==> src/verilog/nsx_defines.svh <==
`ifndef NSX_DEFINES_SVH
`define NSX_DEFINES_SVH

// Operand value that selects each port direction register.
`define NSX_DIR_SEL_A 3'h5
`define NSX_DIR_SEL_B 3'h6
`define NSX_DIR_SEL_C 3'h7

// Reset values: working register clear, all port pins inputs.
`define NSX_W_RESET 8'h00
`define NSX_DIR_RESET 8'hFF
`define NSX_ZERO_RESET 1'h0

// Destination-select encodings.
`define NSX_DEST_W 1'h0
`define NSX_DEST_F 1'h1

`endif

==> src/verilog/nsx_pkg.sv <==
package nsx_pkg;

    // Operation selected by the instruction decoder.
    typedef enum logic [2:0] {
        NSX_OP_NONE,
        NSX_OP_NIBBLE_SWAP,
        NSX_OP_DIRECTION_LOAD,
        NSX_OP_XOR_LITERAL,
        NSX_OP_XOR_MEMORY
    } nsx_op_t;

    // One decoded instruction presented to the datapath.
    typedef struct packed {
        nsx_op_t op;
        logic dest;
        logic [6:0] addr;
        logic [7:0] literal;
        logic [7:0] mem_data;
    } nsx_instr_t;

    // Write-back towards data memory.
    typedef struct packed {
        logic we;
        logic [6:0] addr;
        logic [7:0] data;
    } nsx_mem_wr_t;

endpackage
==> src/verilog/nsx_alu.sv <==
`timescale 1ns/1ps
`include "nsx_defines.svh"

// Combinational result path for the swap and exclusive-OR operations.
module nsx_alu (
    // Operation and operands.
    input wire nsx_pkg::nsx_op_t i_op,
    input wire logic [7:0] i_w,
    input wire logic [7:0] i_literal,
    input wire logic [7:0] i_mem_data,
    // Result.
    output logic [7:0] o_result,
    output logic o_zero
);
    import nsx_pkg::*;

    // Selects the result byte and flags a zero result.
    always_comb begin
        case (i_op)
            NSX_OP_NIBBLE_SWAP: o_result = {i_mem_data[3:0], i_mem_data[7:4]};
            NSX_OP_XOR_LITERAL: o_result = i_w ^ i_literal;
            NSX_OP_XOR_MEMORY: o_result = i_w ^ i_mem_data;
            default: o_result = i_w;
        endcase
        o_zero = (o_result == 8'h00);
    end

endmodule

==> src/verilog/nsx_exec.sv <==
`timescale 1ns/1ps
`include "nsx_defines.svh"
// Contract
// - Nibble swap puts low nibble high and high nibble low; no flags change.
// - Nibble swap result goes to W when dest is 0, to the byte when 1.
// - Direction load: W to port A, B or C direction for operand 5, 6, 7.
// - Xor literal: W xor 8-bit immediate into W, only zero flag updated.
// - Xor memory: W xor byte, into W when dest is 0, byte when 1.

// ****************************************
// Execution stage for four operations
// ****************************************
module nsx_exec (
    // Clock and reset.
    input wire logic i_ref_clk,
    input wire logic i_rst_n,
    // Decoded instruction, valid for one cycle.
    input wire logic i_valid,
    input wire nsx_pkg::nsx_instr_t i_instr,
    // Architectural state outputs.
    output logic [7:0] o_w,
    output logic o_zero,
    output logic [7:0] o_port_a_dir,
    output logic [7:0] o_port_b_dir,
    output logic [7:0] o_port_c_dir,
    // Data memory write-back.
    output nsx_pkg::nsx_mem_wr_t o_mem_wr
);
    import nsx_pkg::*;

    // Result and steering for the instruction executing in this cycle.
    logic [7:0] result;
    logic result_zero;
    logic to_w;
    logic to_f;
    logic is_xor;

    // ****************************************
    // Datapath
    // ****************************************
    // Result byte and its zero test for the current instruction.
    nsx_alu u_alu (
        .i_op(i_instr.op),
        .i_w(o_w),
        .i_literal(i_instr.literal),
        .i_mem_data(i_instr.mem_data),
        .o_result(result),
        .o_zero(result_zero)
    );

    // True for the operations whose result follows the destination-select bit.
    // Literal xor is not among them: it always writes W.
    function automatic logic follows_dest(input nsx_op_t op);
        return op == NSX_OP_NIBBLE_SWAP || op == NSX_OP_XOR_MEMORY;
    endfunction

    // Destination steering for the operations that write a result.
    // The literal xor ignores the select bit and always lands in W.
    assign is_xor = i_valid && (i_instr.op == NSX_OP_XOR_LITERAL
                    || i_instr.op == NSX_OP_XOR_MEMORY);
    assign to_w = i_valid && (i_instr.op == NSX_OP_XOR_LITERAL
                  || (follows_dest(i_instr.op)
                  && i_instr.dest == `NSX_DEST_W));
    assign to_f = i_valid && follows_dest(i_instr.op)
                  && i_instr.dest == `NSX_DEST_F;

    // ****************************************
    // State
    // ****************************************
    // Working register. Every update lands at the edge that takes the
    // instruction, so the next instruction already sees the new W.
    always_ff @(posedge i_ref_clk) begin
        if (!i_rst_n) begin
            o_w <= `NSX_W_RESET;
        end else if (to_w) begin
            o_w <= result;
        end
    end

    // Zero flag, touched only by the exclusive-OR operations.
    // Swap and direction load must leave it, so it is gated by is_xor.
    always_ff @(posedge i_ref_clk) begin
        if (!i_rst_n) begin
            o_zero <= `NSX_ZERO_RESET;
        end else if (is_xor) begin
            o_zero <= result_zero;
        end
    end

    // Port direction registers. Only the low three operand bits are decoded, so an
    // operand of 13 also loads port A; the decoder upstream keeps operands in range.
    always_ff @(posedge i_ref_clk) begin
        if (!i_rst_n) begin
            o_port_a_dir <= `NSX_DIR_RESET;
            o_port_b_dir <= `NSX_DIR_RESET;
            o_port_c_dir <= `NSX_DIR_RESET;
        end else if (i_valid && i_instr.op == NSX_OP_DIRECTION_LOAD) begin
            case (i_instr.addr[2:0])
                `NSX_DIR_SEL_A: o_port_a_dir <= o_w;
                `NSX_DIR_SEL_B: o_port_b_dir <= o_w;
                `NSX_DIR_SEL_C: o_port_c_dir <= o_w;
                default: ;
            endcase
        end
    end

    // Memory write-back pulse, one cycle per write.
    // Address and data follow the instruction every cycle; only we qualifies them.
    always_ff @(posedge i_ref_clk) begin
        if (!i_rst_n) begin
            o_mem_wr <= '0;
        end else begin
            o_mem_wr.we <= to_f;
            o_mem_wr.addr <= i_instr.addr;
            o_mem_wr.data <= result;
        end
    end

    // ****************************************
    // Checks
    // ****************************************
    // Each check looks one edge after the instruction was taken.
    // W as the instruction taken at the previous edge saw it.
    logic [7:0] w_prev;
    always_ff @(posedge i_ref_clk) begin
        w_prev <= o_w;
    end

    // Swap: routing of the result, flags left alone.
    swap_to_w_a: assert property (@(posedge i_ref_clk) disable iff (!i_rst_n)
        i_valid && i_instr.op == NSX_OP_NIBBLE_SWAP && !i_instr.dest
        |=> o_w == {$past(i_instr.mem_data[3:0]), $past(i_instr.mem_data[7:4])})
        else $error("Swap result into W wrong.");
    swap_keeps_z_a: assert property (@(posedge i_ref_clk) disable iff (!i_rst_n)
        i_valid && i_instr.op == NSX_OP_NIBBLE_SWAP |=> $stable(o_zero))
        else $error("Swap changed zero flag.");
    swap_to_mem_a: assert property (@(posedge i_ref_clk) disable iff (!i_rst_n)
        i_valid && i_instr.op == NSX_OP_NIBBLE_SWAP && i_instr.dest
        |=> o_mem_wr.we && $stable(o_w)
            && o_mem_wr.data == {$past(i_instr.mem_data[3:0]), $past(i_instr.mem_data[7:4])})
        else $error("Swap write-back wrong.");
    swap_no_write_a: assert property (@(posedge i_ref_clk) disable iff (!i_rst_n)
        i_valid && i_instr.op == NSX_OP_NIBBLE_SWAP && !i_instr.dest
        |=> !o_mem_wr.we)
        else $error("Swap into W wrote memory.");
    mem_addr_a: assert property (@(posedge i_ref_clk) disable iff (!i_rst_n)
        i_valid && (i_instr.op == NSX_OP_NIBBLE_SWAP || i_instr.op == NSX_OP_XOR_MEMORY)
        && i_instr.dest |=> o_mem_wr.addr == $past(i_instr.addr))
        else $error("Write-back address wrong.");

    // Direction loads: at most one register takes W, nothing else moves.
    dir_load_b_a: assert property (@(posedge i_ref_clk) disable iff (!i_rst_n)
        i_valid && i_instr.op == NSX_OP_DIRECTION_LOAD && i_instr.addr[2:0] == 3'h6
        |=> o_port_b_dir == w_prev && $stable(o_port_a_dir) && $stable(o_port_c_dir))
        else $error("Direction load to port B wrong.");
    dir_load_a_a: assert property (@(posedge i_ref_clk) disable iff (!i_rst_n)
        i_valid && i_instr.op == NSX_OP_DIRECTION_LOAD && i_instr.addr[2:0] == 3'h5
        |=> o_port_a_dir == w_prev && $stable(o_port_b_dir) && $stable(o_port_c_dir))
        else $error("Direction load to port A wrong.");
    dir_load_c_a: assert property (@(posedge i_ref_clk) disable iff (!i_rst_n)
        i_valid && i_instr.op == NSX_OP_DIRECTION_LOAD && i_instr.addr[2:0] == 3'h7
        |=> o_port_c_dir == w_prev && $stable(o_port_a_dir) && $stable(o_port_b_dir))
        else $error("Direction load to port C wrong.");
    dir_refused_a: assert property (@(posedge i_ref_clk) disable iff (!i_rst_n)
        i_valid && i_instr.op == NSX_OP_DIRECTION_LOAD && i_instr.addr[2:0] < 3'h5
        |=> $stable(o_port_a_dir) && $stable(o_port_b_dir) && $stable(o_port_c_dir))
        else $error("Refused direction load changed a register.");
    dir_keeps_z_a: assert property (@(posedge i_ref_clk) disable iff (!i_rst_n)
        i_valid && i_instr.op == NSX_OP_DIRECTION_LOAD
        |=> $stable(o_zero) && $stable(o_w) && !o_mem_wr.we)
        else $error("Direction load touched W, flag or memory.");

    // Exclusive-OR: result, destination and zero flag.
    xor_literal_a: assert property (@(posedge i_ref_clk) disable iff (!i_rst_n)
        i_valid && i_instr.op == NSX_OP_XOR_LITERAL
        |=> o_w == (w_prev ^ $past(i_instr.literal)) && !o_mem_wr.we)
        else $error("Xor literal result wrong.");
    xor_mem_a: assert property (@(posedge i_ref_clk) disable iff (!i_rst_n)
        i_valid && i_instr.op == NSX_OP_XOR_MEMORY && i_instr.dest
        |=> o_mem_wr.we && o_mem_wr.data == (w_prev ^ $past(i_instr.mem_data)))
        else $error("Xor memory write-back wrong.");
    xor_mem_w_a: assert property (@(posedge i_ref_clk) disable iff (!i_rst_n)
        i_valid && i_instr.op == NSX_OP_XOR_MEMORY && !i_instr.dest
        |=> o_w == (w_prev ^ $past(i_instr.mem_data)) && !o_mem_wr.we)
        else $error("Xor memory into W wrong.");
    xor_keeps_w_a: assert property (@(posedge i_ref_clk) disable iff (!i_rst_n)
        i_valid && i_instr.op == NSX_OP_XOR_MEMORY && i_instr.dest
        |=> $stable(o_w))
        else $error("Xor memory into the byte changed W.");
    xor_zero_a: assert property (@(posedge i_ref_clk) disable iff (!i_rst_n)
        i_valid && i_instr.op == NSX_OP_XOR_MEMORY
        |=> o_zero == ((w_prev ^ $past(i_instr.mem_data)) == 8'h00))
        else $error("Zero flag mismatch.");
    xor_lit_zero_a: assert property (@(posedge i_ref_clk) disable iff (!i_rst_n)
        i_valid && i_instr.op == NSX_OP_XOR_LITERAL
        |=> o_zero == ((w_prev ^ $past(i_instr.literal)) == 8'h00))
        else $error("Zero flag after literal xor mismatch.");

    // Idle cycles and the empty operation leave all state alone.
    no_op_quiet_a: assert property (@(posedge i_ref_clk) disable iff (!i_rst_n)
        !i_valid |=> !o_mem_wr.we && $stable(o_w))
        else $error("State changed with no instruction.");
    no_op_dirs_a: assert property (@(posedge i_ref_clk) disable iff (!i_rst_n)
        !i_valid |=> $stable(o_zero) && $stable(o_port_a_dir)
            && $stable(o_port_b_dir) && $stable(o_port_c_dir))
        else $error("Flag or direction changed with no instruction.");
    op_none_quiet_a: assert property (@(posedge i_ref_clk) disable iff (!i_rst_n)
        i_valid && i_instr.op == NSX_OP_NONE
        |=> !o_mem_wr.we && $stable(o_w) && $stable(o_zero))
        else $error("Empty operation changed state.");

    // Main scenarios that the bench is expected to reach, back-to-back
    // issue among them.
    swap_cov_c: cover property (@(posedge i_ref_clk)
        i_valid && i_instr.op == NSX_OP_NIBBLE_SWAP && i_instr.dest);
    dir_cov_c: cover property (@(posedge i_ref_clk)
        i_valid && i_instr.op == NSX_OP_DIRECTION_LOAD);
    zero_cov_c: cover property (@(posedge i_ref_clk) is_xor && result_zero);
    xor_w_cov_c: cover property (@(posedge i_ref_clk)
        i_valid && i_instr.op == NSX_OP_XOR_MEMORY && !i_instr.dest);
    back_cov_c: cover property (@(posedge i_ref_clk) i_valid ##1 i_valid);

endmodule

==> config.mk <==
export PLATFORM = sky130hd
export DESIGN_NAME = nsx_exec
export DESIGN_NICKNAME = d
export VERILOG_FILES = /design/src/verilog/nsx_pkg.sv /design/src/verilog/nsx_alu.sv /design/src/verilog/nsx_exec.sv
export VERILOG_INCLUDE_DIRS = /design/src /design/src/verilog
export SDC_FILE = /design/constraint.sdc
export NUM_CORES = 1
export LEC_CHECK = 0
export ABC_AREA = 1
export BUFFER_PORTS_ARGS = -buffer_cell sky130_fd_sc_hd__buf_2
export CAP_MARGIN = 40
export CORE_ASPECT_RATIO = 0.9
export CORE_MARGIN = 5
export CORE_UTILIZATION = 41
export CTS_BUF_LIST = sky130_fd_sc_hd__clkbuf_16
export DETAILED_ROUTE_END_ITERATION = 10
export HOLD_SLACK_MARGIN = 0.05
export MAX_ROUTING_LAYER = met4
export PLACE_DENSITY = 0.69
export SLEW_MARGIN = 15
export SYNTH_ARGS = -nofsm -noshare
export SYNTH_HDL_FRONTEND = slang
export SYNTH_SLANG_ARGS = --single-unit
==> constraint.sdc <==
create_clock -name i_ref_clk -period 4.1 [get_ports i_ref_clk]
set_input_delay 1.23 -clock i_ref_clk [delete_from_list [all_inputs] [get_ports i_ref_clk]]
set_output_delay 1.23 -clock i_ref_clk [all_outputs]
set_load 0.05 [all_outputs]
==> flow_metrics.env, run 1 <==
export IMPL_status="finished, final reports clean"
export IMPL_syn2layout_area_growth_pct=28.0
export IMPL_synth_top_cells_by_area="dfxtp_1 (47%), nand2_1 (12%), o211ai_1 (8.6%), inv_1 (8.4%), nand3_1 (6.9%)"
export IMPL_synthAdderAreaFrac=0
export IMPL_final_cells=429
export IMPL_synthXorXnorAreaFrac=0
export IMPL_crit_chain="buf_2 -> nor2_4 -> nand2_2 -> nand2_1 -> nand3_1 -> nand3_1 -> nand2_1 -> nor2_1 -> nand2_1 -> nor2_1 -> nor2_1 -> nor2_1"
export IMPL_drc=0
export IMPL_fin_worst_skew_ns=0.00435
export IMPL_r2r_slack_ns=2.83
export IMPL_fin_crit_ns=2.45
export IMPL_hold_violations=0
export IMPL_io_pins=79
export IMPL_grt_max_degree=35
export IMPL_synth_mux_area_frac=0
export IMPL_path_max_fanout=11
export IMPL_report_final_slew_viol_count=0
export IMPL_hold_end="o_port_b_dir[0]$_SDFFE_PN1P_"
export IMPL_synth_area_sq_mm=0.00210
export IMPL_ff2ff_path_depth=8
export IMPL_synth_most_common_cell="nand2_1"
export IMPL_r2r_end="o_zero$_SDFFE_PN0P_"
export IMPL_portBuffers=78
export IMPL_cts_hold_buffers=0
export IMPL_drt_iter0_markers=90
export IMPL_maxSlewHeadroom=0.619
export IMPL_cp_start_kind="input pin"
export IMPL_dp_cells=421
export IMPL_die_area_sq_mm=0.00665
export IMPL_ys_seq_area_frac=0.468
export IMPL_antenna_found_initial=0
export IMPL_yosys_area_share_simple=0.254
export IMPL_insertion_delay_ns=0.29
export IMPL_end_kind="register"
export IMPL_worstHoldPathType="register to register"
export IMPL_gp_congestion=0.821
export IMPL_viasPerCell=4.85
export IMPL_cts_tree="built"
export IMPL_synth_common_cells="nand2_1 (67), dfxtp_1 (49), inv_1 (47)"
export IMPL_dp_hpwl_um=4080
export IMPL_finalCritPeriodShare=0.598
export IMPL_vias=2080
export IMPL_grt_setup_unrepaired="false"
export IMPL_power_density_mw_per_mm2=421
export IMPL_hp_start="o_port_b_dir[0]$_SDFFE_PN1P_"
export IMPL_required_ns=4.33
export IMPL_cp_common_cell="nor2_1"
export IMPL_num_fill_cells=484
export IMPL_synth_edf_count=0
export IMPL_core_area_sq_mm=0.00489
export IMPL_critical_path_class="input pin to register"
export IMPL_yosysTopAreaCellShare=0.468
export IMPL_totalWireLength_um=5440
export IMPL_overflow=0
export IMPL_row_count=24
export IMPL_synthCells=289
export IMPL_fmax_mhz=408
export IMPL_clockBufferDepth=2
export IMPL_firstDrtPassIters=4
export IMPL_synth_top_family_by_area="simple AND/OR/NAND/NOR gates"
export IMPL_synthArstFlopShare=0
export IMPL_grt_pass1_vias=1969
export IMPL_irDropWorstVdd_mv=0.169
export IMPL_synth_nets=319
export IMPL_cp_slowest_cell="nor2_4"
export IMPL_yosysWarnings=0
export IMPL_p_leak_nw=1.51
export IMPL_setup_viol=0
export IMPL_critical_path_max_stage_delay_ns=0.24
export IMPL_die_x_um=85.4
export IMPL_syn_avg_cell_area_sq_um=7.26
export IMPL_ys_seq_elements=49
export IMPL_worstReg2RegStart="o_w[2]$_SDFFE_PN0P_"
export IMPL_cts_resized=0
export IMPL_antenna_left=0
export IMPL_maxCapViolations=0
export IMPL_synth_compound_area_frac=0.170
export IMPL_clkTransAtPathRegs_ns=0.06
export IMPL_synth_cell_types=18
export IMPL_die_h_um=77.8
export IMPL_crit_arrival_ns=2.68
export IMPL_worstMarginPinSlew_ns=0.571
export IMPL_fin_nets=393
export IMPL_start_util=0.428
export IMPL_setup_tns_final_ns=0
export IMPL_grtUsageTotal=0.174
export IMPL_ctsRootBufferMaster="clkbuf_16"
export IMPL_grt_pass1_wl_um=9090
export IMPL_post_cts_buffers=0
export IMPL_drive_above_1_share=0.255
export IMPL_antenna_cells=0
export IMPL_routedWlPerCell_um=12.7
export IMPL_cts_sinks=49
export IMPL_min_path_cells=2
export IMPL_cts_htree_levels=2
export IMPL_cts_buffers=5
export IMPL_synth_main_ff_cell="dfxtp_1"
export IMPL_synth_top_area_cell="dfxtp_1"
## worst max path at each step
| stage | startpoint | endpoint | slack [ns] | depth (start not counted) |
|---|---|---|---|---|
| after floorplan | i_instr[25] | o_zero$_SDFFE_PN0P_ | 1.80 | 12 |
| after global placement | i_instr[26] | o_zero$_SDFFE_PN0P_ | 1.41 | 13 |
| after detailed placement | i_instr[26] | o_zero$_SDFFE_PN0P_ | 1.37 | 13 |
| after CTS | i_instr[26] | o_zero$_SDFFE_PN0P_ | 1.67 | 13 |
| after global routing | i_instr[26] | o_zero$_SDFFE_PN0P_ | 1.42 | 13 |
| final | i_instr[25] | o_zero$_SDFFE_PN0P_ | 1.65 | 12 |
## layout by cell type (no fill, tap or decap)
cell,Yosys,routed
nor2_1,18,18
nor3_1,1,1
o211ai_1,24,24
o21ai_2,1,1
nor2_4,1,1
dfxtp_1,49,49
o21ai_0,9,9
inv_1,47,47
nand2_1,67,67
bufinv_16,0,1
o21a_1,1,1
nand2_2,6,6
nand4_1,1,1
clkinvlp_4,0,1
nor3b_1,1,1
a21oi_1,23,23
nand3_1,29,29
clkinv_1,0,1
clkbuf_16,0,5
buf_2,2,78
## sequential cells by signal (all words and copies together), names as in the netlist
name,count
o_port_a_dir,8
o_port_b_dir,8
o_w,8
o_zero,1
o_mem_wr,16
o_port_c_dir,8
## critical path: cells and delay by family
kind,cells,cell delay [ns]
buffers and inverters,1,0.14
AND/OR/NAND/NOR,11,1.31
## logic make-up after synthesis
| family | Yosys count |
|---|---|
| and+or+nand+nor | 124 |
| DFF | 49 |
| buffers and inverters | 58 |
| AOI/OAI and AO/OA | 58 |
## final cells by class
| class | count | area, sq um | area share |
|---|---|---|---|
| sequential | 49 | 981 | 0.366 |
| multi-input combinational | 182 | 888 | 0.331 |
| timing repair buffer | 78 | 390 | 0.145 |
| inverter | 47 | 176 | 0.0657 |
| clock buffer | 5 | 125 | 0.0466 |
| tap | 65 | 81.3 | 0.0303 |
| clock inverter | 3 | 41.3 | 0.0154 |
## power breakdown
part / switching, mW / internal, mW
Sequential: 0.00675 / 0.492
Clock: 0.172 / 0.285
Combinational: 0.129 / 0.0451
## metal layers
| metal | global-route usage | vias to the layer above | routed length, um |
|---|---|---|---|
| met5 | - | - | 0 |
| met4 | 0.0443 | 0 | 55 |
| met3 | 0.0519 | 6 | 483 |
| met2 | 0.271 | 72 | 2450 |
| li1 | - | 1084 | - |
| met1 | 0.220 | 918 | 2450 |
## metrics by stage
stage	util	power [mW]	hold WS, ns	area (sq um)	worst slack [ns]
2_1_floorplan	-	0.634	0.706	2100	1.80
3_3_place_gp	0.514	0.681	0.453	2520	1.41
3_5_place_dp	0.514	0.682	0.456	2520	1.37
4_1_cts	0.548	1.14	0.473	2680	1.67
5_1_grt	0.548	1.18	0.510	2680	1.42
6_report	0.548	1.13	0.471	2680	1.65
Note: power is estimated with default switching activity, not from simulation.
==> run 2: changes to the inputs <==
Settings changed: PLACE_DENSITY 0.69 to 0.71.
Clock period 4.1 ns to 2.2 ns, I/O delays scaled along.
==> flow_metrics.env, run 2 (synthesis gave the netlist of run 1 again) <==
export IMPL_core_area_sq_mm=0.00489
export IMPL_syn2layout_area_growth_pct=29.1
export IMPL_holdWs_ns=0.471
export IMPL_worstMarginPinSlew_ns=0.494
export IMPL_fin_area_sq_mm=0.00271
export IMPL_place_area_sq_mm=0.00254
export IMPL_overflow=0
export IMPL_finalCritPeriodShare=0.857
export IMPL_post_cts_buffers=0
export IMPL_die_h_um=77.8
export IMPL_insertion_delay_ns=0.28
export IMPL_grtUsageTotal=0.177
export IMPL_cts_sinks=49
export IMPL_report_final_slew_viol_count=0
export IMPL_maxCapViolations=0
export IMPL_die_x_um=85.4
export IMPL_row_count=24
export IMPL_min_path_cells=2
export IMPL_cts_hold_buffers=0
export IMPL_top_register="o_mem_wr"
export IMPL_layout_common_cells="buf_2 (78), nand2_1 (67), dfxtp_1 (49), inv_1 (48), nand3_1 (29)"
export IMPL_ff2ff_path_depth=9
export IMPL_end_kind="register"
export IMPL_cts_tree="built"
export IMPL_hold_violations=0
export IMPL_p_leak_nw=1.53
export IMPL_critical_path_class="input pin to register"
export IMPL_r2r_slack_ns=0.97
export IMPL_viasPerCell=4.82
export IMPL_vias=2084
export IMPL_grt_setup_unrepaired="false"
export IMPL_crit_chain="buf_2 -> inv_1 -> nand2_1 -> nor2_1 -> inv_1 -> nor2_1 -> a21oi_1 -> nand2_1 -> nor2_1 -> nand2_1 -> nor2_1 -> nor2_1 -> nor2_1"
export IMPL_clkTransAtPathRegs_ns=0.06
export IMPL_cp_common_cell="nor2_1"
export IMPL_power_density_mw_per_mm2=780
export IMPL_firstDrtPassIters=4
export IMPL_dp_cells=424
export IMPL_irDropWorstVdd_mv=0.351
export IMPL_cp_top_family="simple AND/OR/NAND/NOR gates"
export IMPL_totalWireLength_um=5670
export IMPL_cp_slowest_cell="buf_2"
export IMPL_critPathBufInv=3
export IMPL_cp_start_kind="input pin"
export IMPL_routedWlPerCell_um=13.1
export IMPL_crit_cells=13
export IMPL_antenna_cells=0
export IMPL_drc=0
export IMPL_setup_tns_final_ns=0
export IMPL_ctsRootBufferMaster="clkbuf_16"
export IMPL_largest_register_ffs=16
export IMPL_grt_pass1_vias=1914
export IMPL_worstHoldPathType="register to register"
export IMPL_fin_worst_skew_ns=0.00396
export IMPL_drive_above_1_share=0.262
export IMPL_antenna_left=0
export IMPL_status="finished, final reports clean"
export IMPL_portBuffers=78
export IMPL_final_cells=432
export IMPL_path_max_fanout=12
export IMPL_clockBufferDepth=2
export IMPL_setup_viol=0
export IMPL_grt_max_degree=34
export IMPL_start_util=0.428
export IMPL_gp_congestion=0.877
export IMPL_drt_iter0_markers=88
export IMPL_crit_arrival_ns=2.11
export IMPL_maxSlewHeadroom=0.671
export IMPL_cts_resized=0
export IMPL_antenna_found_initial=0
export IMPL_fin_nets=396
export IMPL_critical_path_max_stage_delay_ns=0.22
export IMPL_io_pins=79
export IMPL_final_common_cell="buf_2"
export IMPL_required_ns=2.43
export IMPL_die_area_sq_mm=0.00665
export IMPL_fin_crit_ns=1.89
export IMPL_cts_htree_levels=2
export IMPL_fmax_mhz=530
export IMPL_dp_hpwl_um=4230
export IMPL_cts_buffers=5
export IMPL_grt_pass1_wl_um=9320
run 2: changes by cell type in the layout (fill, tap and decap cells not counted), sizes merged:
cell,before,now
buf,78,81
clkinvlp,1,0
inv,47,48
run 2: worst paths after layout:
kind	from	endpoint
max	i_instr[26]	o_zero$_SDFFE_PN0P_
min	o_port_b_dir[7]$_SDFFE_PN1P_	o_port_b_dir[7]$_SDFFE_PN1P_
max reg2reg	o_w[6]$_SDFFE_PN0P_	o_zero$_SDFFE_PN0P_
min reg2reg	o_port_b_dir[7]$_SDFFE_PN1P_	o_port_b_dir[7]$_SDFFE_PN1P_
run 2: cell type report:
| cell class | count | area (sq um) |
|---|---|---|
| well taps | 65 | 81.3 |
| repair buffers | 81 | 413 |
| flip-flops and latches | 49 | 981 |
| inverters | 47 | 176 |
| multi-input cells | 182 | 888 |
| clock inverters | 3 | 42.5 |
| fillers | 491 | 2190 |
| clock buffers | 5 | 125 |
run 2: worst reg2reg max path: cells and delay by family, from the launching register on:
family	cells	cell delay, ns
buffers and inverters	1	0.15
flip-flops	1	0.33
AND/OR/NAND/NOR	8	0.70
run 2: routing by layer:
layer / part of all wire / global-route usage / vias to the layer above
met5: 0 / - / -
met4: 0.0076 / 0.0475 / 0
met3: 0.072 / 0.0403 / 6
met2: 0.46 / 0.283 / 75
met1: 0.46 / 0.225 / 912
li1: - / - / 1091
run 2: where the power goes:
part | switching [mW] | internal, mW | total [mW]
combinational | 0.240 | 0.0872 | 0.327
sequential | 0.0136 | 0.916 | 0.930
clock | 0.320 | 0.534 | 0.854
run 2: stage by stage:
step	setup WS, ns	total power [mW]	utilization
finish	0.314	2.11	0.553
global route	0.171	2.21	0.553
CTS	0.361	2.13	0.553
detailed placement	0.129	1.27	0.519
global placement	0.165	1.27	0.519
floorplan	0.474	1.18	-
==> run 3: changes to the inputs <==
Settings changed: ABC_AREA 1 to not set, PLACE_DENSITY 0.71 to 0.7.
==> flow_metrics.env, run 3 <==
export IMPL_status="finished, final reports clean"
export IMPL_die_h_um=80.1
export IMPL_ctsRootBufferMaster="clkbuf_16"
export IMPL_path_max_fanout=15
export IMPL_start_util=0.423
export IMPL_synth_top_area_cell="dfxtp_1"
export IMPL_antenna_cells=0
export IMPL_r2r_slack_ns=0.68
export IMPL_ys_seq_elements=49
export IMPL_top_register="o_mem_wr"
export IMPL_fin_crit_ns=2.05
export IMPL_fmax_mhz=487
export IMPL_syn2layout_area_growth_pct=33.6
export IMPL_final_common_cell="buf_2"
export IMPL_viasPerCell=5.14
export IMPL_portBuffers=78
export IMPL_end_kind="register"
export IMPL_setup_viol=0
export IMPL_required_ns=2.36
export IMPL_ff2ff_path_depth=5
export IMPL_cts_buffers=5
export IMPL_routedWlPerCell_um=15.2
export IMPL_synth_top_cells_by_area="dfxtp_1 (44%), mux2i_1 (14%), nand2_1 (5.0%), and2_1 (4.5%), a221o_1 (3.6%)"
export IMPL_fin_worst_skew_ns=0.00618
export IMPL_post_cts_buffers=0
export IMPL_firstDrtPassIters=4
export IMPL_maxSlewHeadroom=0.691
export IMPL_synth_most_common_cell="dfxtp_1"
export IMPL_irDropWorstVdd_mv=0.555
export IMPL_report_final_slew_viol_count=0
export IMPL_cts_sinks=49
export IMPL_setup_tns_final_ns=0
export IMPL_hold_violations=0
export IMPL_maxCapViolations=0
export IMPL_p_leak_nw=1.39
export IMPL_drc=0
export IMPL_die_area_sq_mm=0.00703
export IMPL_gp_congestion=0.868
export IMPL_dp_hpwl_um=4430
export IMPL_synth_area_sq_mm=0.00224
export IMPL_crit_arrival_ns=2.21
export IMPL_cts_tree="built"
export IMPL_overflow=0
export IMPL_critical_path_class="input pin to register"
export IMPL_ys_seq_area_frac=0.439
export IMPL_synthCells=225
export IMPL_antenna_found_initial=0
export IMPL_cp_start_kind="input pin"
export IMPL_insertion_delay_ns=0.29
export IMPL_fin_nets=350
export IMPL_io_pins=79
export IMPL_layout_common_cells="buf_2 (78), dfxtp_1 (49), mux2i_1 (32), nand2_1 (30), buf_4 (24)"
export IMPL_synth_main_ff_cell="dfxtp_1"
export IMPL_clockBufferDepth=2
export IMPL_cts_resized=0
export IMPL_vias=1996
export IMPL_holdWs_ns=0.468
export IMPL_synth_edf_count=0
export IMPL_grt_pass1_wl_um=9290
export IMPL_place_area_sq_mm=0.00284
export IMPL_critical_path_max_stage_delay_ns=0.35
export IMPL_cp_common_cell="nand2_1"
export IMPL_grtUsageTotal=0.175
export IMPL_drive_above_1_share=0.364
export IMPL_row_count=25
export IMPL_worstHoldPathType="register to register"
export IMPL_fin_area_sq_mm=0.00299
export IMPL_drt_iter0_markers=109
export IMPL_syn_avg_cell_area_sq_um=9.94
export IMPL_antenna_left=0
export IMPL_cts_htree_levels=2
export IMPL_synth_nets=255
export IMPL_finalCritPeriodShare=0.933
export IMPL_synth_cell_types=26
export IMPL_yosysTopAreaCellShare=0.439
export IMPL_grt_pass1_vias=1911
export IMPL_synthArstFlopShare=0
export IMPL_synth_common_cells="dfxtp_1 (49), mux2i_1 (32), nand2_1 (30)"
export IMPL_totalWireLength_um=5880
export IMPL_worstMarginPinSlew_ns=0.464
export IMPL_crit_chain="buf_2 -> inv_1 -> nor4_2 -> buf_4 -> nand2_1 -> nor2_4 -> buf_12 -> mux2i_1 -> nand2_1"
export IMPL_min_path_cells=2
export IMPL_yosysWarnings=0
export IMPL_grt_setup_unrepaired="false"
export IMPL_grt_max_degree=33
export IMPL_power_density_mw_per_mm2=655
export IMPL_die_x_um=87.8
export IMPL_cts_hold_buffers=0
export IMPL_clkTransAtPathRegs_ns=0.06
export IMPL_largest_register_ffs=16
export IMPL_cp_slowest_cell="nor4_2"
export IMPL_core_area_sq_mm=0.00529
## run 3: cell types whose count changed in the layout (fill, tap and decap cells not counted), moves of 8 or more
cell / before / now
nand2_1: 67 / 30
and2_1: 0 / 16
a21oi_1: 23 / 9
nor2_1: 18 / 1
o211ai_1: 24 / 0
a21boi_0: 0 / 9
inv_1: 48 / 11
nand4b_1: 0 / 8
mux2i_1: 0 / 32
buf_4: 3 / 24
nor2b_1: 0 / 8
nand3_1: 29 / 0
a221o_1: 0 / 8
a32o_1: 0 / 8
## run 3: path summary, 6_finish.rpt
path | start | end
min reg2reg | o_port_b_dir[0]$_SDFFE_PN1P_ | o_port_b_dir[0]$_SDFFE_PN1P_
max | i_instr[25] | o_port_b_dir[3]$_SDFFE_PN1P_
max reg2reg | o_w[2]$_SDFFE_PN0P_ | o_zero$_SDFFE_PN0P_
min | o_port_b_dir[0]$_SDFFE_PN1P_ | o_port_b_dir[0]$_SDFFE_PN1P_
## run 3: logic make-up (layout without fill, tap and decap cells)
group	after synthesis	count (layout)	synth area share
AO/OA/AOI/OAI	38	38	0.133
multiplexers	32	32	0.143
flip-flops	49	49	0.439
AND/OR/NAND/NOR	80	80	0.228
buffers and inverters	26	122	0.0576
## run 3: area by class of cell
class                   count  area, sq um
clock buffers               5          125
clock inverters             3         18.8
fillers                   503         2300
inverters                  10         37.5
multi-input cells         150         1130
flip-flops and latches     49          981
well taps                  67         83.8
repair buffers            104          611
## run 3: worst max-delay path, delay by kind of cell
family | cells | cell delay [ns]
buf+inv | 4 | 0.75
simple gates | 4 | 0.61
mux | 1 | 0.18
## run 3: through the flow
step / cells / setup WS, ns / total power [mW] / util
global route: 388 / 0.0271 / 2.05 / 0.565
finish: 388 / 0.146 / 1.96 / 0.565
CTS: 388 / 0.138 / 1.98 / 0.564
global placement: 380 / -0.122 / 1.24 / 0.537
floorplan: 225 / 0.0565 / 1.13 / -
detailed placement: 380 / -0.168 / 1.25 / 0.537
## run 3: metal layers
layer  part of all wire  up-vias  global-route usage
li1                   -      990                   -
met1               0.46      927               0.219
met2               0.45       72               0.273
met3              0.074        7              0.0523
met4              0.013        0              0.0506
met5                  0        -                   -
## run 3: power breakdown
part / internal, mW / leakage (nW) / switching [mW]
combinational: 0.121 / 0.926 / 0.187
sequential: 0.909 / 0.399 / 0.0131
clock: 0.416 / 0.0672 / 0.312
